File: src/hw/spi_serial_consts.vh
`ifndef SPI_SERIAL_CONSTS_VH
`define SPI_SERIAL_CONSTS_VH

// ****************************************************************
// Register addresses
// ****************************************************************
`define ADDR_CLOCK_SOURCE 16'hFF14
`define ADDR_PULLDOWN 16'hFF2A
`define ADDR_INPUT_LEVEL 16'hFF2B
`define ADDR_ENABLE_TRIGGER 16'hFF58
`define ADDR_MODE_FORMAT 16'hFF59
`define ADDR_PIN23_SELECT 16'hFF5A
`define ADDR_DATA_LOW 16'hFF5B
`define ADDR_DATA_HIGH 16'hFF5C
`define ADDR_IRQ_MASK 16'hFFEA
`define ADDR_IRQ_FLAG 16'hFFFA

// ****************************************************************
// Field positions
// ****************************************************************
`define BIT_SERIAL_ENABLE 0
`define BIT_TRIGGER 1
`define BIT_OUTPUT_ENABLE 2
`define BIT_MASTER 0
`define BIT_ORDER 1
`define BIT_PHASE 2
`define BIT_POLARITY 3
`define BIT_PIN23_SERIAL 0
`define BIT_READY_SELECT 1
`define BIT_MASK 0
`define BIT_FLAG 0
`define BIT_CLOCK_GP 3

// ****************************************************************
// Reset values
// ****************************************************************
`define RESET_CLOCK_SOURCE 3'h0
`define RESET_PIN_CONTROL 4'hF
`define RESET_NIBBLE 4'h0

// ****************************************************************
// Clock source codes and counts
// ****************************************************************
`define CLKSRC_OFF 3'h0
`define CLKSRC_DIV1 3'h1
`define CLKSRC_DIV2 3'h2
`define CLKSRC_DIV4 3'h3
`define BITS_PER_BYTE 4'h8
`define HALF_DIV1 3'h1
`define HALF_DIV2 3'h2
`define HALF_DIV4 3'h4

`endif

File: src/hw/pin_synchronizer.v
`timescale 1ns/1ps
`default_nettype none

// ****************************************************************
// Two-stage synchroniser for asynchronous pin levels
// ****************************************************************
module pin_synchronizer #(
	parameter WIDTH = 4
) (
	input wire ref_clk_in, // System clock
	input wire resetn_in, // Synchronous reset, active low
	input wire [WIDTH-1:0] async_in, // Levels from pins
	output reg [WIDTH-1:0] sync_out // Levels in the clock domain
);

	reg [WIDTH-1:0] meta;

	// Stage one feeds stage two only
	always @(posedge ref_clk_in) begin
		if (!resetn_in) begin
			meta <= {WIDTH{1'b0}};
			sync_out <= {WIDTH{1'b0}};
		end else begin
			meta <= async_in;
			sync_out <= meta;
		end
	end

endmodule

`default_nettype wire

File: src/hw/spi_mode_serial_interface.v
`timescale 1ns/1ps
`default_nettype none
`include "spi_serial_consts.vh"

module spi_mode_serial_interface (
	input wire ref_clk_in, // 125 MHz system clock
	input wire resetn_in, // Synchronous reset, active low
	input wire [15:0] reg_addr_in, // Register address
	input wire [3:0] reg_wdata_in, // Register write data
	input wire reg_wr_in, // Write strobe
	input wire reg_rd_in, // Read strobe
	output reg [3:0] reg_rdata_out, // Read data, cycle after strobe
	input wire low_speed_oscillator_clock_in, // Slow clock for master
	input wire sclk_pin_in, // Serial clock pin level
	output reg sclk_out, // Serial clock driven in master mode
	output reg sclk_oe_out, // Serial clock output enable
	input wire serial_data_input_pin_in, // Serial data input pin
	output reg serial_data_output_pin_out, // Serial data output
	output reg serial_data_output_oe_out, // Serial data output enable
	input wire port_pin_twenty_three_in, // Pin 23 level, select low
	output reg slave_ready_output_out, // Ready level on pin 23
	output reg slave_ready_oe_out, // Ready output enable
	output reg [3:0] pulldown_on_out, // Effective pull-downs per pin
	output reg [3:0] schmitt_on_out, // Effective Schmitt levels per pin
	output reg serial_irq_out // Masked completion request
);

	// ****************************************************************
	// Register state
	// ****************************************************************
	reg [2:0] clock_source_select;
	reg clock_source_gp;
	reg [3:0] pin_pulldown;
	reg [3:0] pin_input_level;
	reg serial_function_enable;
	reg clock_trigger_status;
	reg data_output_enable;
	reg master_slave_select;
	reg bit_order_select;
	reg clock_phase_bit;
	reg clock_polarity_bit;
	reg pin23_serial_function_enable;
	reg ready_output_select;
	reg [7:0] shift_data;
	reg serial_irq_mask;
	reg [2:0] mask_gp;
	reg serial_irq_flag;

	// ****************************************************************
	// Engine state
	// ****************************************************************
	localparam ST_IDLE = 2'h0;
	localparam ST_RUN = 2'h1;
	localparam ST_DRAIN = 2'h2;

	reg [1:0] state;
	reg [3:0] bit_count;
	reg [2:0] div_count;
	reg master_clock;
	reg ready_active;
	reg [3:0] sync_prev;
	wire [3:0] sync_level;

	// Bit 0 clock pin, 1 data in, 2 select pin, 3 slow oscillator
	pin_synchronizer #(
		.WIDTH(4)
	) u_sync (
		.ref_clk_in(ref_clk_in),
		.resetn_in(resetn_in),
		.async_in({low_speed_oscillator_clock_in,
			port_pin_twenty_three_in,
			serial_data_input_pin_in,
			sclk_pin_in}),
		.sync_out(sync_level)
	);

	// Divider terminal count for the master clock, zero when stopped
	function [2:0] half_period;
		input [2:0] code;
		begin
			case (code)
			`CLKSRC_DIV1: half_period = `HALF_DIV1;
			`CLKSRC_DIV2: half_period = `HALF_DIV2;
			`CLKSRC_DIV4: half_period = `HALF_DIV4;
			default: half_period = 3'h0;
			endcase
		end
	endfunction

	// ****************************************************************
	// Mode decoding
	// ****************************************************************
	wire is_master, spi_slave, ready_mode, select_low, slow_edge;
	wire master_toggle, pin_rise, pin_fall, clk_rise, clk_fall;
	wire sample_on_rise, sample_edge, out_bit;
	wire [2:0] div_limit;

	assign is_master = serial_function_enable & master_slave_select;
	assign spi_slave = serial_function_enable & ~master_slave_select &
		pin23_serial_function_enable & ~ready_output_select;
	assign ready_mode = serial_function_enable & ~master_slave_select &
		pin23_serial_function_enable & ready_output_select;
	assign select_low = ~sync_level[2];
	assign div_limit = half_period(clock_source_select);
	assign slow_edge = sync_level[3] ^ sync_prev[3];
	assign master_toggle = is_master & (state != ST_IDLE) &
		slow_edge & (div_limit != 3'h0) &
		(div_count == div_limit - 3'h1);
	assign pin_rise = sync_level[0] & ~sync_prev[0];
	assign pin_fall = ~sync_level[0] & sync_prev[0];
	// Slave edges only count while select is low in SPI slave mode
	assign clk_rise = is_master ? (master_toggle & ~master_clock) :
		(pin_rise & (~spi_slave | select_low));
	assign clk_fall = is_master ? (master_toggle & master_clock) :
		(pin_fall & (~spi_slave | select_low));
	// Sample on rise when polarity and phase bits agree
	assign sample_on_rise = clock_polarity_bit == clock_phase_bit;
	assign sample_edge = (state == ST_RUN) &
		(sample_on_rise ? clk_rise : clk_fall);
	assign out_bit = bit_order_select ? shift_data[7] : shift_data[0];

	// ****************************************************************
	// Register writes and the shift engine
	// ****************************************************************
	wire wr_clock, wr_pull, wr_level, wr_ctrl, wr_mode, wr_pin23;
	wire wr_low, wr_high, wr_mask, wr_flag, rd_high, trigger, byte_done;

	assign wr_clock = reg_wr_in & (reg_addr_in == `ADDR_CLOCK_SOURCE);
	assign wr_pull = reg_wr_in & (reg_addr_in == `ADDR_PULLDOWN);
	assign wr_level = reg_wr_in & (reg_addr_in == `ADDR_INPUT_LEVEL);
	assign wr_ctrl = reg_wr_in & (reg_addr_in == `ADDR_ENABLE_TRIGGER);
	assign wr_mode = reg_wr_in & (reg_addr_in == `ADDR_MODE_FORMAT);
	assign wr_pin23 = reg_wr_in & (reg_addr_in == `ADDR_PIN23_SELECT);
	assign wr_low = reg_wr_in & (reg_addr_in == `ADDR_DATA_LOW);
	assign wr_high = reg_wr_in & (reg_addr_in == `ADDR_DATA_HIGH);
	assign wr_mask = reg_wr_in & (reg_addr_in == `ADDR_IRQ_MASK);
	assign wr_flag = reg_wr_in & (reg_addr_in == `ADDR_IRQ_FLAG);
	assign rd_high = reg_rd_in & (reg_addr_in == `ADDR_DATA_HIGH);
	// Trigger needs the serial function already enabled
	assign trigger = wr_ctrl & reg_wdata_in[`BIT_TRIGGER] &
		serial_function_enable & (state == ST_IDLE);
	// Master waits for the clock to return to idle before finishing
	assign byte_done = ((state == ST_RUN) & sample_edge &
		(bit_count == `BITS_PER_BYTE - 4'h1) &
		(~is_master | sample_on_rise == clock_polarity_bit)) |
		((state == ST_DRAIN) & (clk_rise | clk_fall));

	always @(posedge ref_clk_in) begin
		if (!resetn_in) begin
			clock_source_select <= `RESET_CLOCK_SOURCE;
			clock_source_gp <= 1'b0;
			pin_pulldown <= `RESET_PIN_CONTROL;
			pin_input_level <= `RESET_PIN_CONTROL;
			serial_function_enable <= 1'b0;
			data_output_enable <= 1'b0;
			master_slave_select <= 1'b0;
			bit_order_select <= 1'b0;
			clock_phase_bit <= 1'b0;
			clock_polarity_bit <= 1'b0;
			pin23_serial_function_enable <= 1'b0;
			ready_output_select <= 1'b0;
			serial_irq_mask <= 1'b0;
			mask_gp <= 3'h0;
		end else begin
			if (wr_clock) begin
				clock_source_select <= reg_wdata_in[2:0];
				clock_source_gp <= reg_wdata_in[`BIT_CLOCK_GP];
			end
			if (wr_pull) begin
				pin_pulldown <= reg_wdata_in;
			end
			if (wr_level) begin
				pin_input_level <= reg_wdata_in;
			end
			if (wr_ctrl) begin
				serial_function_enable <=
					reg_wdata_in[`BIT_SERIAL_ENABLE];
				data_output_enable <= reg_wdata_in[`BIT_OUTPUT_ENABLE];
			end
			if (wr_mode) begin
				master_slave_select <= reg_wdata_in[`BIT_MASTER];
				bit_order_select <= reg_wdata_in[`BIT_ORDER];
				clock_phase_bit <= reg_wdata_in[`BIT_PHASE];
				clock_polarity_bit <= reg_wdata_in[`BIT_POLARITY];
			end
			if (wr_pin23) begin
				pin23_serial_function_enable <=
					reg_wdata_in[`BIT_PIN23_SERIAL];
				ready_output_select <= reg_wdata_in[`BIT_READY_SELECT];
			end
			if (wr_mask) begin
				serial_irq_mask <= reg_wdata_in[`BIT_MASK];
				mask_gp <= reg_wdata_in[3:1];
			end
		end
	end

	// Byte engine: one shift register, no buffering on either side
	always @(posedge ref_clk_in) begin
		if (!resetn_in) begin
			state <= ST_IDLE;
			bit_count <= 4'h0;
			div_count <= 3'h0;
			master_clock <= 1'b0;
			clock_trigger_status <= 1'b0;
			shift_data <= {`RESET_NIBBLE, `RESET_NIBBLE};
			sync_prev <= 4'h0;
			ready_active <= 1'b0;
			serial_irq_flag <= 1'b0;
		end else begin
			sync_prev <= sync_level;
			if (wr_low) begin
				shift_data[3:0] <= reg_wdata_in;
			end
			if (wr_high) begin
				shift_data[7:4] <= reg_wdata_in;
			end
			if (state == ST_IDLE) begin
				master_clock <= clock_polarity_bit;
			end else if (master_toggle) begin
				master_clock <= ~master_clock;
			end
			if (state == ST_IDLE || master_toggle) begin
				div_count <= 3'h0;
			end else if (is_master && slow_edge) begin
				div_count <= div_count + 3'h1;
			end
			case (state)
			ST_IDLE: begin
				if (trigger) begin
					state <= ST_RUN;
					bit_count <= 4'h0;
					clock_trigger_status <= 1'b1;
					ready_active <= 1'b1;
				end
			end
			ST_RUN: begin
				if (sample_edge) begin
					bit_count <= bit_count + 4'h1;
					if (bit_order_select) begin
						shift_data <= {shift_data[6:0], sync_level[1]};
					end else begin
						shift_data <= {sync_level[1], shift_data[7:1]};
					end
					if (bit_count == `BITS_PER_BYTE - 4'h1 &&
						!byte_done) begin
						state <= ST_DRAIN;
					end
				end
			end
			ST_DRAIN: begin
				if (!is_master) begin
					state <= ST_IDLE;
				end
			end
			default: begin
				state <= ST_IDLE;
			end
			endcase
			if (byte_done) begin
				state <= ST_IDLE;
				clock_trigger_status <= 1'b0;
			end
			// First clock edge or a high-nibble access drops ready
			if (clk_rise || clk_fall || wr_high || rd_high) begin
				ready_active <= 1'b0;
			end
			// A completion in the same cycle as a clear keeps the flag
			if (byte_done) begin
				serial_irq_flag <= 1'b1;
			end else if (wr_flag && reg_wdata_in[`BIT_FLAG]) begin
				serial_irq_flag <= 1'b0;
			end
		end
	end

	// ****************************************************************
	// Read port and pin outputs
	// ****************************************************************
	reg [3:0] next_rdata;

	always @* begin
		next_rdata = 4'h0;
		case (reg_addr_in)
		`ADDR_CLOCK_SOURCE: next_rdata = {clock_source_gp,
			clock_source_select};
		`ADDR_PULLDOWN: next_rdata = pin_pulldown;
		`ADDR_INPUT_LEVEL: next_rdata = pin_input_level;
		`ADDR_ENABLE_TRIGGER: next_rdata = {1'b0, data_output_enable,
			clock_trigger_status, serial_function_enable};
		`ADDR_MODE_FORMAT: next_rdata = {clock_polarity_bit,
			clock_phase_bit, bit_order_select, master_slave_select};
		`ADDR_PIN23_SELECT: next_rdata = {2'h0, ready_output_select,
			pin23_serial_function_enable};
		`ADDR_DATA_LOW: next_rdata = shift_data[3:0];
		`ADDR_DATA_HIGH: next_rdata = shift_data[7:4];
		`ADDR_IRQ_MASK: next_rdata = {mask_gp, serial_irq_mask};
		`ADDR_IRQ_FLAG: next_rdata = {3'h0, serial_irq_flag};
		default: next_rdata = 4'h0;
		endcase
	end

	always @(posedge ref_clk_in) begin
		if (!resetn_in) begin
			reg_rdata_out <= 4'h0;
			sclk_out <= 1'b0;
			sclk_oe_out <= 1'b0;
			serial_data_output_pin_out <= 1'b0;
			serial_data_output_oe_out <= 1'b0;
			slave_ready_output_out <= 1'b0;
			slave_ready_oe_out <= 1'b0;
			pulldown_on_out <= 4'h0;
			schmitt_on_out <= 4'h0;
			serial_irq_out <= 1'b0;
		end else begin
			reg_rdata_out <= reg_rd_in ? next_rdata : 4'h0;
			sclk_out <= master_clock;
			sclk_oe_out <= is_master;
			serial_data_output_pin_out <= out_bit;
			serial_data_output_oe_out <= serial_function_enable &
				data_output_enable;
			// Ready level follows polarity; unusable in SPI slave mode
			slave_ready_output_out <= ready_active ^
				clock_polarity_bit;
			slave_ready_oe_out <= ready_mode;
			// Pull-down and Schmitt act only where a pin is a serial input
			pulldown_on_out <= pin_pulldown & {spi_slave, serial_function_enable,
				1'b0, serial_function_enable & ~master_slave_select};
			schmitt_on_out <= pin_input_level & {spi_slave,
				serial_function_enable, 1'b0,
				serial_function_enable & ~master_slave_select};
			serial_irq_out <= serial_irq_flag & serial_irq_mask;
		end
	end

endmodule

`default_nettype wire

File: config.mk
export PLATFORM = sky130hd
export DESIGN_NAME = spi_mode_serial_interface
export DESIGN_NICKNAME = d
export VERILOG_FILES = /design/src/hw/pin_synchronizer.v /design/src/hw/spi_mode_serial_interface.v
export VERILOG_INCLUDE_DIRS = /design/src /design/src/hw
export SDC_FILE = /design/constraint.sdc
export NUM_CORES = 1
export LEC_CHECK = 0
export BUFFER_PORTS_ARGS = -buffer_cell sky130_fd_sc_hd__buf_2
export CELL_PAD_IN_SITES_DETAIL_PLACEMENT = 0
export CELL_PAD_IN_SITES_GLOBAL_PLACEMENT = 1
export CORE_ASPECT_RATIO = 0.8
export CORE_MARGIN = 3
export CORE_UTILIZATION = 40
export CTS_CLUSTER_SIZE = 20
export DETAILED_ROUTE_END_ITERATION = 8
export PLACE_DENSITY_LB_ADDON = 0.1
export SLEW_MARGIN = 20
export SYNTH_ARGS = -nofsm -noshare
export SYNTH_HDL_FRONTEND = slang
export SYNTH_HIERARCHICAL = 1
export SYNTH_SLANG_ARGS = --single-unit
File: constraint.sdc
create_clock -name ref_clk_in -period 4.2 [get_ports ref_clk_in]
set_clock_uncertainty 0.05 [all_clocks]
set_input_delay 0.21 -clock ref_clk_in [delete_from_list [all_inputs] [get_ports ref_clk_in]]
set_output_delay 0.21 -clock ref_clk_in [all_outputs]
set_load 0.05 [all_outputs]
======== After elaboration in Yosys (flattened, before gate mapping) ========
Index checks and enable logic that the tools add are counted.
word-level totals
  flip-flop bits (word level) ............. 76
  output and inout port bits .............. 19
cells by class
  reduce and logical (&&, ||, !) cells .... 21
  mux-type cells .......................... 23
  add/sub/neg operators ................... 3
  eq/ne operators ......................... 23
  bitwise gates (word level) .............. 53
operators by type and width
  cell                    count
  $eq A16 B16 Y1 const B  10
  $pmux W4 S10            1
  $and A1 B1 Y1           36
  $mux W8                 3
  $mux W4                 4
  $not A1 Y1              9
  $pmux W3 S3             1
  $and A4 B4 Y4           2
  $mux W1                 8
  $mux W2                 4
  $pmux W4 S2             1
  $reduce_bool A2 Y1      4
  $eq A3 B2 Y1 const B    2
  $ne A2 B2 Y1 const B    3
  $pmux W2 S3             1
  $reduce_or A2 Y1        3
  $add A4 B1 Y4 const B   1
  $eq A4 B3 Y1 const B    1
  $logic_or A1 B1 Y1      4
  $or A1 B1 Y1            4
  $reduce_and A2 Y1       2
  $reduce_and A4 Y1       1
  $add A3 B1 Y3 const B   1
  $eq A3 B1 Y1 const B    1
  other kinds (12)        16

======== Logic depth before layout (Yosys ltp) ========
Gate-level depths: netlist of the first run.
  depth in word-level cells ............... 19
  gate-level depth with buffers ........... 10
  mapped depth without buffers ............ 9

======== Cells and area by module ========
The synthesis of the first run kept the hierarchy.
modules (own cells, without submodules)
  module                     area each (µm²)  seq. area each (µm²)  times used  cells an instance
  spi_mode_serial_interface  3395.8           1281.2                1           367
  pin_synchronizer           210.2            160.2                 1           16

======== Worst setup path after synthesis of the first run ========
Ideal clock, no wire load.
  path kind ............................... register to register
  start point ............................. reg clock_source_select[1]
  end point ............................... reg shift_data[0]
  path buffers ............................ 1
  setup slack ............................. 1.798 ns
  period minus slack after synthesis ...... 2.402 ns
  cell stages (with the launch flop) ...... 10
  arrival ................................. 2.236 ns
  data required time ...................... 4.034 ns
  cell sequence ........................... dfxtp_1 -> inv_1 -> or3_1 -> ha_1 -> xnor2_1 -> and3_1 -> o311ai_4 -> o21ai_4 -> buf_4 -> o211a_1
between the ends
  word-level cells in the longest chain between the ends .. 11
  elaborated cells on any way between the ends .. 17
RTL lines
  element                                                     RTL line                                                          text
  start, declared                                             spi_mode_serial_interface.v:31                                    reg [2:0] clock_source_select;
  start signal, assigned                                      spi_mode_serial_interface.v:150                                   clock_source_select <= `RESET_CLOCK_SOURCE;
  start signal, assigned                                      spi_mode_serial_interface.v:166                                   clock_source_select <= reg_wdata_in[2:0];
  $eq A3 B2 Y1 / $eq A3 B1 Y1 (equally long branches)         spi_mode_serial_interface.v:81                                    case (code)
  $pmux W3 S3 *                                               spi_mode_serial_interface.v:81
  $sub A3 B1 Y3 / $reduce_bool A3 Y1 (equally long branches)  spi_mode_serial_interface.v:108, spi_mode_serial_interface.v:107
  $eq A3 B3 Y1 / $and A1 B1 Y1 (equally long branches)        spi_mode_serial_interface.v:108, spi_mode_serial_interface.v:107
  $and A1 B1 Y1 *                                             spi_mode_serial_interface.v:107                                   slow_edge & (div_limit != 3'h0) &
  $and A1 B1 Y1, on equally long branches                     spi_mode_serial_interface.v:114, spi_mode_serial_interface.v:112
  $mux W1, on equally long branches                           spi_mode_serial_interface.v:114, spi_mode_serial_interface.v:112
  $mux W1 *                                                   spi_mode_serial_interface.v:119                                   (sample_on_rise ? clk_rise : clk_fall);
  $and A1 B1 Y1 *                                             spi_mode_serial_interface.v:118                                   assign sample_edge = (state == ST_RUN) &
  $mux W8 *                                                   spi_mode_serial_interface.v:238                                   if (sample_edge) begin
  $mux W8 *                                                   spi_mode_serial_interface.v:228                                   case (state)
  end signal, assigned                                        spi_mode_serial_interface.v:213                                   shift_data[3:0] <= reg_wdata_in;
  end signal, assigned                                        spi_mode_serial_interface.v:241                                   shift_data <= {shift_data[6:0], sync_level[1]};
  end signal, assigned                                        spi_mode_serial_interface.v:243                                   shift_data <= {sync_level[1], shift_data[7:1]};
  end, declared                                               spi_mode_serial_interface.v:44                                    reg [7:0] shift_data;
Mark *: on every way between the ends. The rest lies on a longest branch, timed or not.
A chain may end at the register's enable or synchronous reset.

======== Final worst setup path of the first run ========
  start point ............................. reg clock_source_select[1]
  end point ............................... reg shift_data[6]
The elaborated chain is that of the path after synthesis.

==> results.txt, run 1 <==
Crit Path Category = flip-flop to flip-flop
Chip height = 90.9 µm
Hold path start = sclk_pin_in
First-pass GRT wire length = 14.8 mm
Worst path slowest cell = o21ai_4
WP buf/inv = 1
IO Count = 47
HP Class = input pin to flip-flop
Die X = 112 µm
Pint = 1.25 mW
Flop pwr share = 0.438
R2R setup slack = 1.41 ns
Post-synth EDFFs = 0
Clock share of power = 0.518
RePlAce Congestion = 0.921
Crit path max fanout = 23
CP delay by family, top = compound AO/OA/AOI/OAI gates
Final instance area = 4190 µm²
# setup viols final = 0
Multi-input gate area = 2040 µm²
All-Layer GR Usage = 0.186
Number of antenna repair diodes = 0
Final setup TNS = 0 ns
Setup Buffers After CTS = 0
Primary FF master, synth = dfxtp_1
Most common cell after layout, fill and taps aside = dfxtp_1
Worst-path cell chain = inv_1 -> or3_1 -> ha_1 -> xnor2_1 -> nor4b_2 -> o311ai_4 -> o21ai_4 -> nand2_1 -> o211a_1
Reg-to-reg endpoint = shift_data[6]
Crit path DAT = 2.97 ns
Initial Util = 0.418
Synthesized area = 3610 µm²
Final Max Tran Viols = 0
Worst-Skew Late Latency = 0.33 ns
Drt first pass iters = 4
Layout cell share with drive strength beyond 1 = 0.204
Pleak = 1.79 nW
Startpoint Class = flip-flop
Min Tclk post-route = 2.79 ns
Post-Route WL = 9.20 mm
Clock buffer depth = 2
FFs w/ async S/R, synth = 0
Reg-to-reg startpoint = clock_source_select[1]
Worst-Margin Slew = 0.850 ns
Final Net Count = 453
Hold Path End = u_sync/meta[0]
Max-cap violations = 0
Sink Count = 72
Routed via count = 2890
Worst VDD drop = 0.244 mV
Worst Hold Depth = 2
Overall power = 1.57 mW
Syn avg cell area = 9.42 µm²
Final period util = 0.665
Fillers = 845
P_sw = 0.327 mW
Most frequent cells in the layout = dfxtp_1 (72), nand2_1 (50), buf_2 (44), mux2i_1 (27), nand3_1 (26)
Post-synth cell types = 62
Power Density = 375 nW/µm²
Vias in the first global route = 2684
Max-Slew Margin vs Limit = 0.429
Hold_ws = 0.0286 ns
Core Footprint = 8630 µm²
Drt first-iter violations = 184
CP Capture Type = flip-flop
Area after DPL = 3870 µm²
Antenna violations before repair = 0
Root Buffer = clkbuf_16
Num CTS Buffers = 9
#FFs+latches synth = 72
# H-tree levels = 3
Worst EP required = 4.37 ns
Avg WL per Cell = 17.1 µm
DR vias/cell = 5.37
Remaining antenna violation count after routing = 0
Worst-path clk slew = 0.06 ns
RSZ-0062 raised after global routing = false
Die Area = 10200 µm²
Rows = 30
# DRC = 0
Total grt overflow = 0
Reg2reg path depth = 9
FF+latch area = 1440 µm²
Hpwl dp = 6.69 mm
Resized cells post-CTS = 0
# hold bufs at CTS = 0
Pin count of the biggest net entering global routing = 40
Layout area overhead = 16.2%
Port bufs = 44
Fmax = 358 MHz
Yosys warning total = 6
Gate power share = 0.044
TritonCTS clock tree = yes
Cells after Synth = 383
Switching share of power = 0.208
Status = completed
Seq/Total Area, Yosys = 0.400
Crit path largest cell delay = 0.53 ns
Hold Violations, Final = 0
-- routing by layer --
metal | GRT usage | up-vias | wire length, µm
met1 | 0.283 | 1351 | 4730
li1 | - | 1452 | -
met2 | 0.248 | 78 | 3810
met5 | 0 | - | 0
met4 | 0.0561 | 0 | 94
met3 | 0.0556 | 9 | 567
-- Yosys cell counts, types with 7 or more instances --
master | count | share of area
a21boi_0 | 9 | 0.019
a21oi_1 | 7 | 0.0097
and2_1 | 16 | 0.028
and3_1 | 10 | 0.017
clkbuf_1 | 11 | 0.011
dfxtp_1 | 72 | 0.40
mux2_2 | 8 | 0.025
mux2i_1 | 27 | 0.075
nand2_1 | 50 | 0.052
nand2b_1 | 8 | 0.014
nand3_1 | 26 | 0.036
nor2_1 | 18 | 0.019
nor2b_1 | 14 | 0.024
o211a_1 | 10 | 0.028
-- final cells by class --
cell class / count / share of cell area
timing repair buffer: 45 / 0.0544
inverter: 6 / 0.00538
tap: 112 / 0.0335
clock buffer: 13 / 0.0597
sequential: 72 / 0.344
multi-input combinational: 287 / 0.487
clock inverter: 3 / 0.0155
-- cells by family after synthesis --
kind of cell	after synthesis	synth area share
and+or+nand+nor	179	0.294
DFF	72	0.400
AOI/OAI and AO/OA	57	0.133
muxes	35	0.0999
buffers and inverters	25	0.0350
xor gates and xnor gates	10	0.0243
adders and majority gates	4	0.0139
other	1	0.00104
-- worst max-delay path by stage --
stage	startpoint	to	slack, ns	depth (start not counted)
2_1_floorplan	clock_source_select[1]	shift_data[0]	1.80	9
3_3_place_gp	clock_source_select[1]	bit_count[3]	1.56	9
3_5_place_dp	clock_source_select[1]	shift_data[6]	1.43	9
4_1_cts	clock_source_select[1]	shift_data[6]	1.37	9
5_1_grt	clock_source_select[1]	shift_data[0]	1.11	9
6_report	clock_source_select[1]	shift_data[6]	1.41	9
-- sequential cells by signal, summed over array words and instances (netlist names), 2 cells and up --
| signal | flops |
|---|---|
| u_sync/sync_out | 4 |
| reg_rdata_out | 4 |
| div_count | 3 |
| state | 2 |
| pulldown_on_out | 3 |
| schmitt_on_out | 3 |
| pin_input_level | 4 |
| sync_prev | 2 |
| shift_data | 8 |
| pin_pulldown | 4 |
| clock_source_select | 3 |
| u_sync/meta | 4 |
| bit_count | 4 |
| mask_gp | 3 |
-- power by group through the flow --
stage / clock network [mW] / logic [mW] / registers [mW]
finish: 0.814 / 0.0686 / 0.689
global route: 0.862 / 0.0737 / 0.689
CTS: 0.836 / 0.0681 / 0.688
floorplan: 0 / 0.0391 / 0.703
global placement: 0 / 0.0678 / 0.703
detailed placement: 0 / 0.0679 / 0.703
-- stage by stage --
stage                     worst slack [ns]  cells  utilization
after detailed placement              1.43    522        0.449
after global routing                  1.11    538        0.485
after global placement                1.56    522        0.449
after floorplan                       1.80    384            -
final                                 1.41    538        0.485
after CTS                             1.37    538        0.485
Note: power is estimated with default switching activity, not from simulation.
==> run 2, diff against run 1 <==
--- a/config.mk
+++ b/config.mk
@@ -6,6 +6,7 @@
 export SDC_FILE = /design/constraint.sdc
 export NUM_CORES = 1
 export LEC_CHECK = 0
+export ABC_AREA = 1
 export BUFFER_PORTS_ARGS = -buffer_cell sky130_fd_sc_hd__buf_2
 export CELL_PAD_IN_SITES_DETAIL_PLACEMENT = 0
 export CELL_PAD_IN_SITES_GLOBAL_PLACEMENT = 1
==> constraint.sdc (replaced) <==
create_clock -name ref_clk_in -period 2.7 [get_ports ref_clk_in]
set_clock_uncertainty 0.05 [all_clocks]
set_input_delay 0.135 -clock ref_clk_in [delete_from_list [all_inputs] [get_ports ref_clk_in]]
set_output_delay 0.135 -clock ref_clk_in [all_outputs]
set_load 0.05 [all_outputs]
==> results.txt, run 2 <==
Clock buffer depth = 2 (unchanged)
Max-cap violations = 0 (unchanged)
Worst-Margin Slew = 0.554 ns (-0.296 ns)
First-pass GRT wire length = 14.4 mm (-3.1%)
Multi-input gate area = 1670 µm² (-18%)
Worst-path clk slew = 0.08 ns (+0.02 ns)
DR vias/cell = 4.95 (-7.8%)
Syn avg cell area = 7.09 µm² (-25%)
Final setup TNS = 0 ns (unchanged)
#FFs+latches synth = 72 (unchanged)
Most frequent cells in the layout = nand2_1 (118), dfxtp_1 (72), inv_1 (71), nor2_1 (46), buf_2 (44)
Sink Count = 72 (unchanged)
Num CTS Buffers = 9 (unchanged)
CP delay by family, top = simple AND/OR/NAND/NOR gates
Die Area = 9810 µm² (-3.8%)
Min Tclk post-route = 2.32 ns (-0.479 ns)
Setup Buffers After CTS = 0 (unchanged)
Power Density = 501 nW/µm² (+34%)
Worst-Skew Late Latency = 0.35 ns (+0.02 ns)
Seq/Total Area, Yosys = 0.416 (+0.0166)
Core Footprint = 8160 µm² (-5.4%)
FF+latch area = 1440 µm² (unchanged)
HP Class = input pin to flip-flop
Startpoint Class = flip-flop
Setup WS pre-CTS = 0.417 ns (-1.02 ns)
R2R setup slack = 0.38 ns (-1.02 ns)
Final period util = 0.858 (+0.192)
Avg WL per Cell = 13.7 µm (-20%)
Post-synth EDFFs = 0 (unchanged)
Number of antenna repair diodes = 0 (unchanged)
Crit path max fanout = 12 (-48%)
Chip height = 89.2 µm (-1.9%)
Root Buffer = clkbuf_8
Pleak = 1.88 nW (+5.1%)
Remaining antenna violation count after routing = 0 (unchanged)
Number of flip-flops under the largest register name = 8 (unchanged)
Overall power = 2.01 mW (+28%)
Worst path slowest cell = dfxtp_1
Cells after Synth = 488 (+27%)
Synth top area share = 0.416 (+0.0166)
Antenna violations before repair = 0 (unchanged)
Hpwl dp = 6.65 mm (-0.57%)
Crit. path cell count = 15 (+6)
Crit path largest cell delay = 0.37 ns (-0.16 ns)
Total grt overflow = 0 (unchanged)
Reg2reg path depth = 15 (+6)
Most common cell after layout, fill and taps aside = nand2_1
All-Layer GR Usage = 0.193 (+0.00710)
Status = completed
Vias in the first global route = 2857 (+6.4%)
Worst VDD drop = 0.349 mV (+43%)
Drt first-iter violations = 289 (+57%)
Yosys warning total = 6 (unchanged)
WP buf/inv = 2 (+1)
CP Capture Type = flip-flop
Die X = 110 µm (-1.9%)
Layout cell share with drive strength beyond 1 = 0.166 (-0.0385)
Worst-path cell chain = inv_1 -> nor2_1 -> nand2_1 -> ha_1 -> nand2_1 -> o21ai_0 -> nor2_1 -> nand2_2 -> nor2_4 -> nand3_1 -> nand3_2 -> nand3_4 -> clkinv_2 -> o21ai_0 -> a21oi_1
Layout area overhead = 15.5%
Hold_ws = 0.0769 ns (+0.0483 ns)
Final Net Count = 570 (+26%)
Fillers = 877 (+3.8%)
# H-tree levels = 3 (unchanged)
Max-Slew Margin vs Limit = 0.630 (+0.201)
Crit Path Category = flip-flop to flip-flop
# setup viols final = 0 (unchanged)
Hold Violations, Final = 0 (unchanged)
Routed via count = 3223 (+12%)
Post-synth cell types = 43 (-31%)
Rows = 29 (-3.3%)
FFs w/ async S/R, synth = 0 (unchanged)
Layout Utilization = 0.490 (+0.00474)
Area contributors post-synth = dfxtp_1 (42%), nand2_1 (13%), inv_1 (7.7%)
Post-Route WL = 8.92 mm (-3.0%)
# DRC = 0 (unchanged)
Crit path DAT = 2.55 ns (-0.42 ns)
Port bufs = 44 (unchanged)
Worst Hold Depth = 3 (+1)
RSZ-0062 raised after global routing = false
Fmax = 432 MHz (+21%)
Yosys top cell by area = dfxtp_1
RePlAce Congestion = 0.863 (-6.2%)
IO Count = 47 (unchanged)
Initial Util = 0.424 (+0.00638)
Pin count of the biggest net entering global routing = 25 (-38%)
Worst EP required = 2.93 ns (-1.44 ns)
Final WS setup = 0.384 ns (-1.02 ns)
TritonCTS clock tree = yes
Drt first pass iters = 6 (+2)
Most frequent cell after synthesis = nand2_1
Most flops, register = shift_data
Synthesized area = 3460 µm² (-4.0%)
Final Max Tran Viols = 0 (unchanged)
Post-synth top cells = nand2_1 (118), dfxtp_1 (72), inv_1 (71), nor2_1 (46), o21ai_0 (32)
Primary FF master, synth = dfxtp_1
==> run 2: changes by cell type after synthesis, sizes merged, moves of 9 or more <==
cell,before,now
a21oi,7,29
and2,16,0
and3,11,0
inv,6,74
mux2i,27,0
nand2,50,122
nor2,18,54
nor2b,14,0
nor4,9,0
o211a,10,1
o211ai,1,12
o21ai,9,38
==> run 2: repair_timing <==
item,in CTS,in global routing
resized for setup,0,0
hold buffers,4,0
endpoints found under the hold margin,4,0
==> run 2: stage by stage <==
stage          area (µm²)  std cells
2_1_floorplan        3470        489
5_1_grt              4000        651
3_3_place_gp         3770        631
4_1_cts              4000        651
3_5_place_dp         3770        631
6_report             4000        651
==> run 2: layout make-up <==
class	count	share of cell area
clock inverter	5	0.0144
timing repair buffer	50	0.0688
inverter	77	0.0726
sequential	72	0.360
clock buffer	11	0.0328
tap	108	0.0338
multi-input combinational	328	0.417
==> run 2: cell families (layout without fill, tap and decap cells) <==
logic type	Yosys count	count (layout)	synth area share
AOI/OAI and AO/OA	98	98	0.169
DFF	72	72	0.416
adders and majority gates	4	4	0.0145
xor gates and xnor gates	1	1	0.00253
buffers and inverters	89	143	0.103
and+or+nand+nor	223	223	0.293
other	1	2	0.00108
==> run 2: routing by layer <==
| metal | part of all wire | track usage | vias to the layer above | wire [µm] |
|---|---|---|---|---|
| li1 | - | - | 1673 | - |
| met1 | 0.51 | 0.282 | 1444 | 4510 |
| met2 | 0.42 | 0.279 | 98 | 3780 |
| met3 | 0.060 | 0.0505 | 8 | 533 |
| met4 | 0.011 | 0.0555 | 0 | 99 |
| met5 | 0 | 0 | - | 0 |
==> run 2: worst reg2reg max path, stage by stage, from the launching register on <==
cell and delay, ns:
dfxtp_1 0.37, inv_1 0.10, nor2_1 0.09, nand2_1 0.08, ha_1 0.29, nand2_1 0.06
o21ai_0 0.07, nor2_1 0.12, nand2_2 0.08, nor2_4 0.11, nand3_1 0.13, nand3_2 0.12
nand3_4 0.12, clkinv_2 0.20, o21ai_0 0.12, a21oi_1 0.15
==> run 2: final timing paths <==
check,start,to
setup / recovery,clock_source_select[1],shift_data[2]
hold / removal,reg_wdata_in[1],ready_output_select
setup reg to reg,clock_source_select[1],shift_data[2]
hold reg to reg,u_sync/meta[2],u_sync/sync_out[2]
==> run 2: where the power goes <==
group	total, mW	internal (mW)	switching (mW)
combinational	0.0959	0.0296	0.0664
clock	0.841	0.428	0.413
sequential	1.07	1.07	0.00230
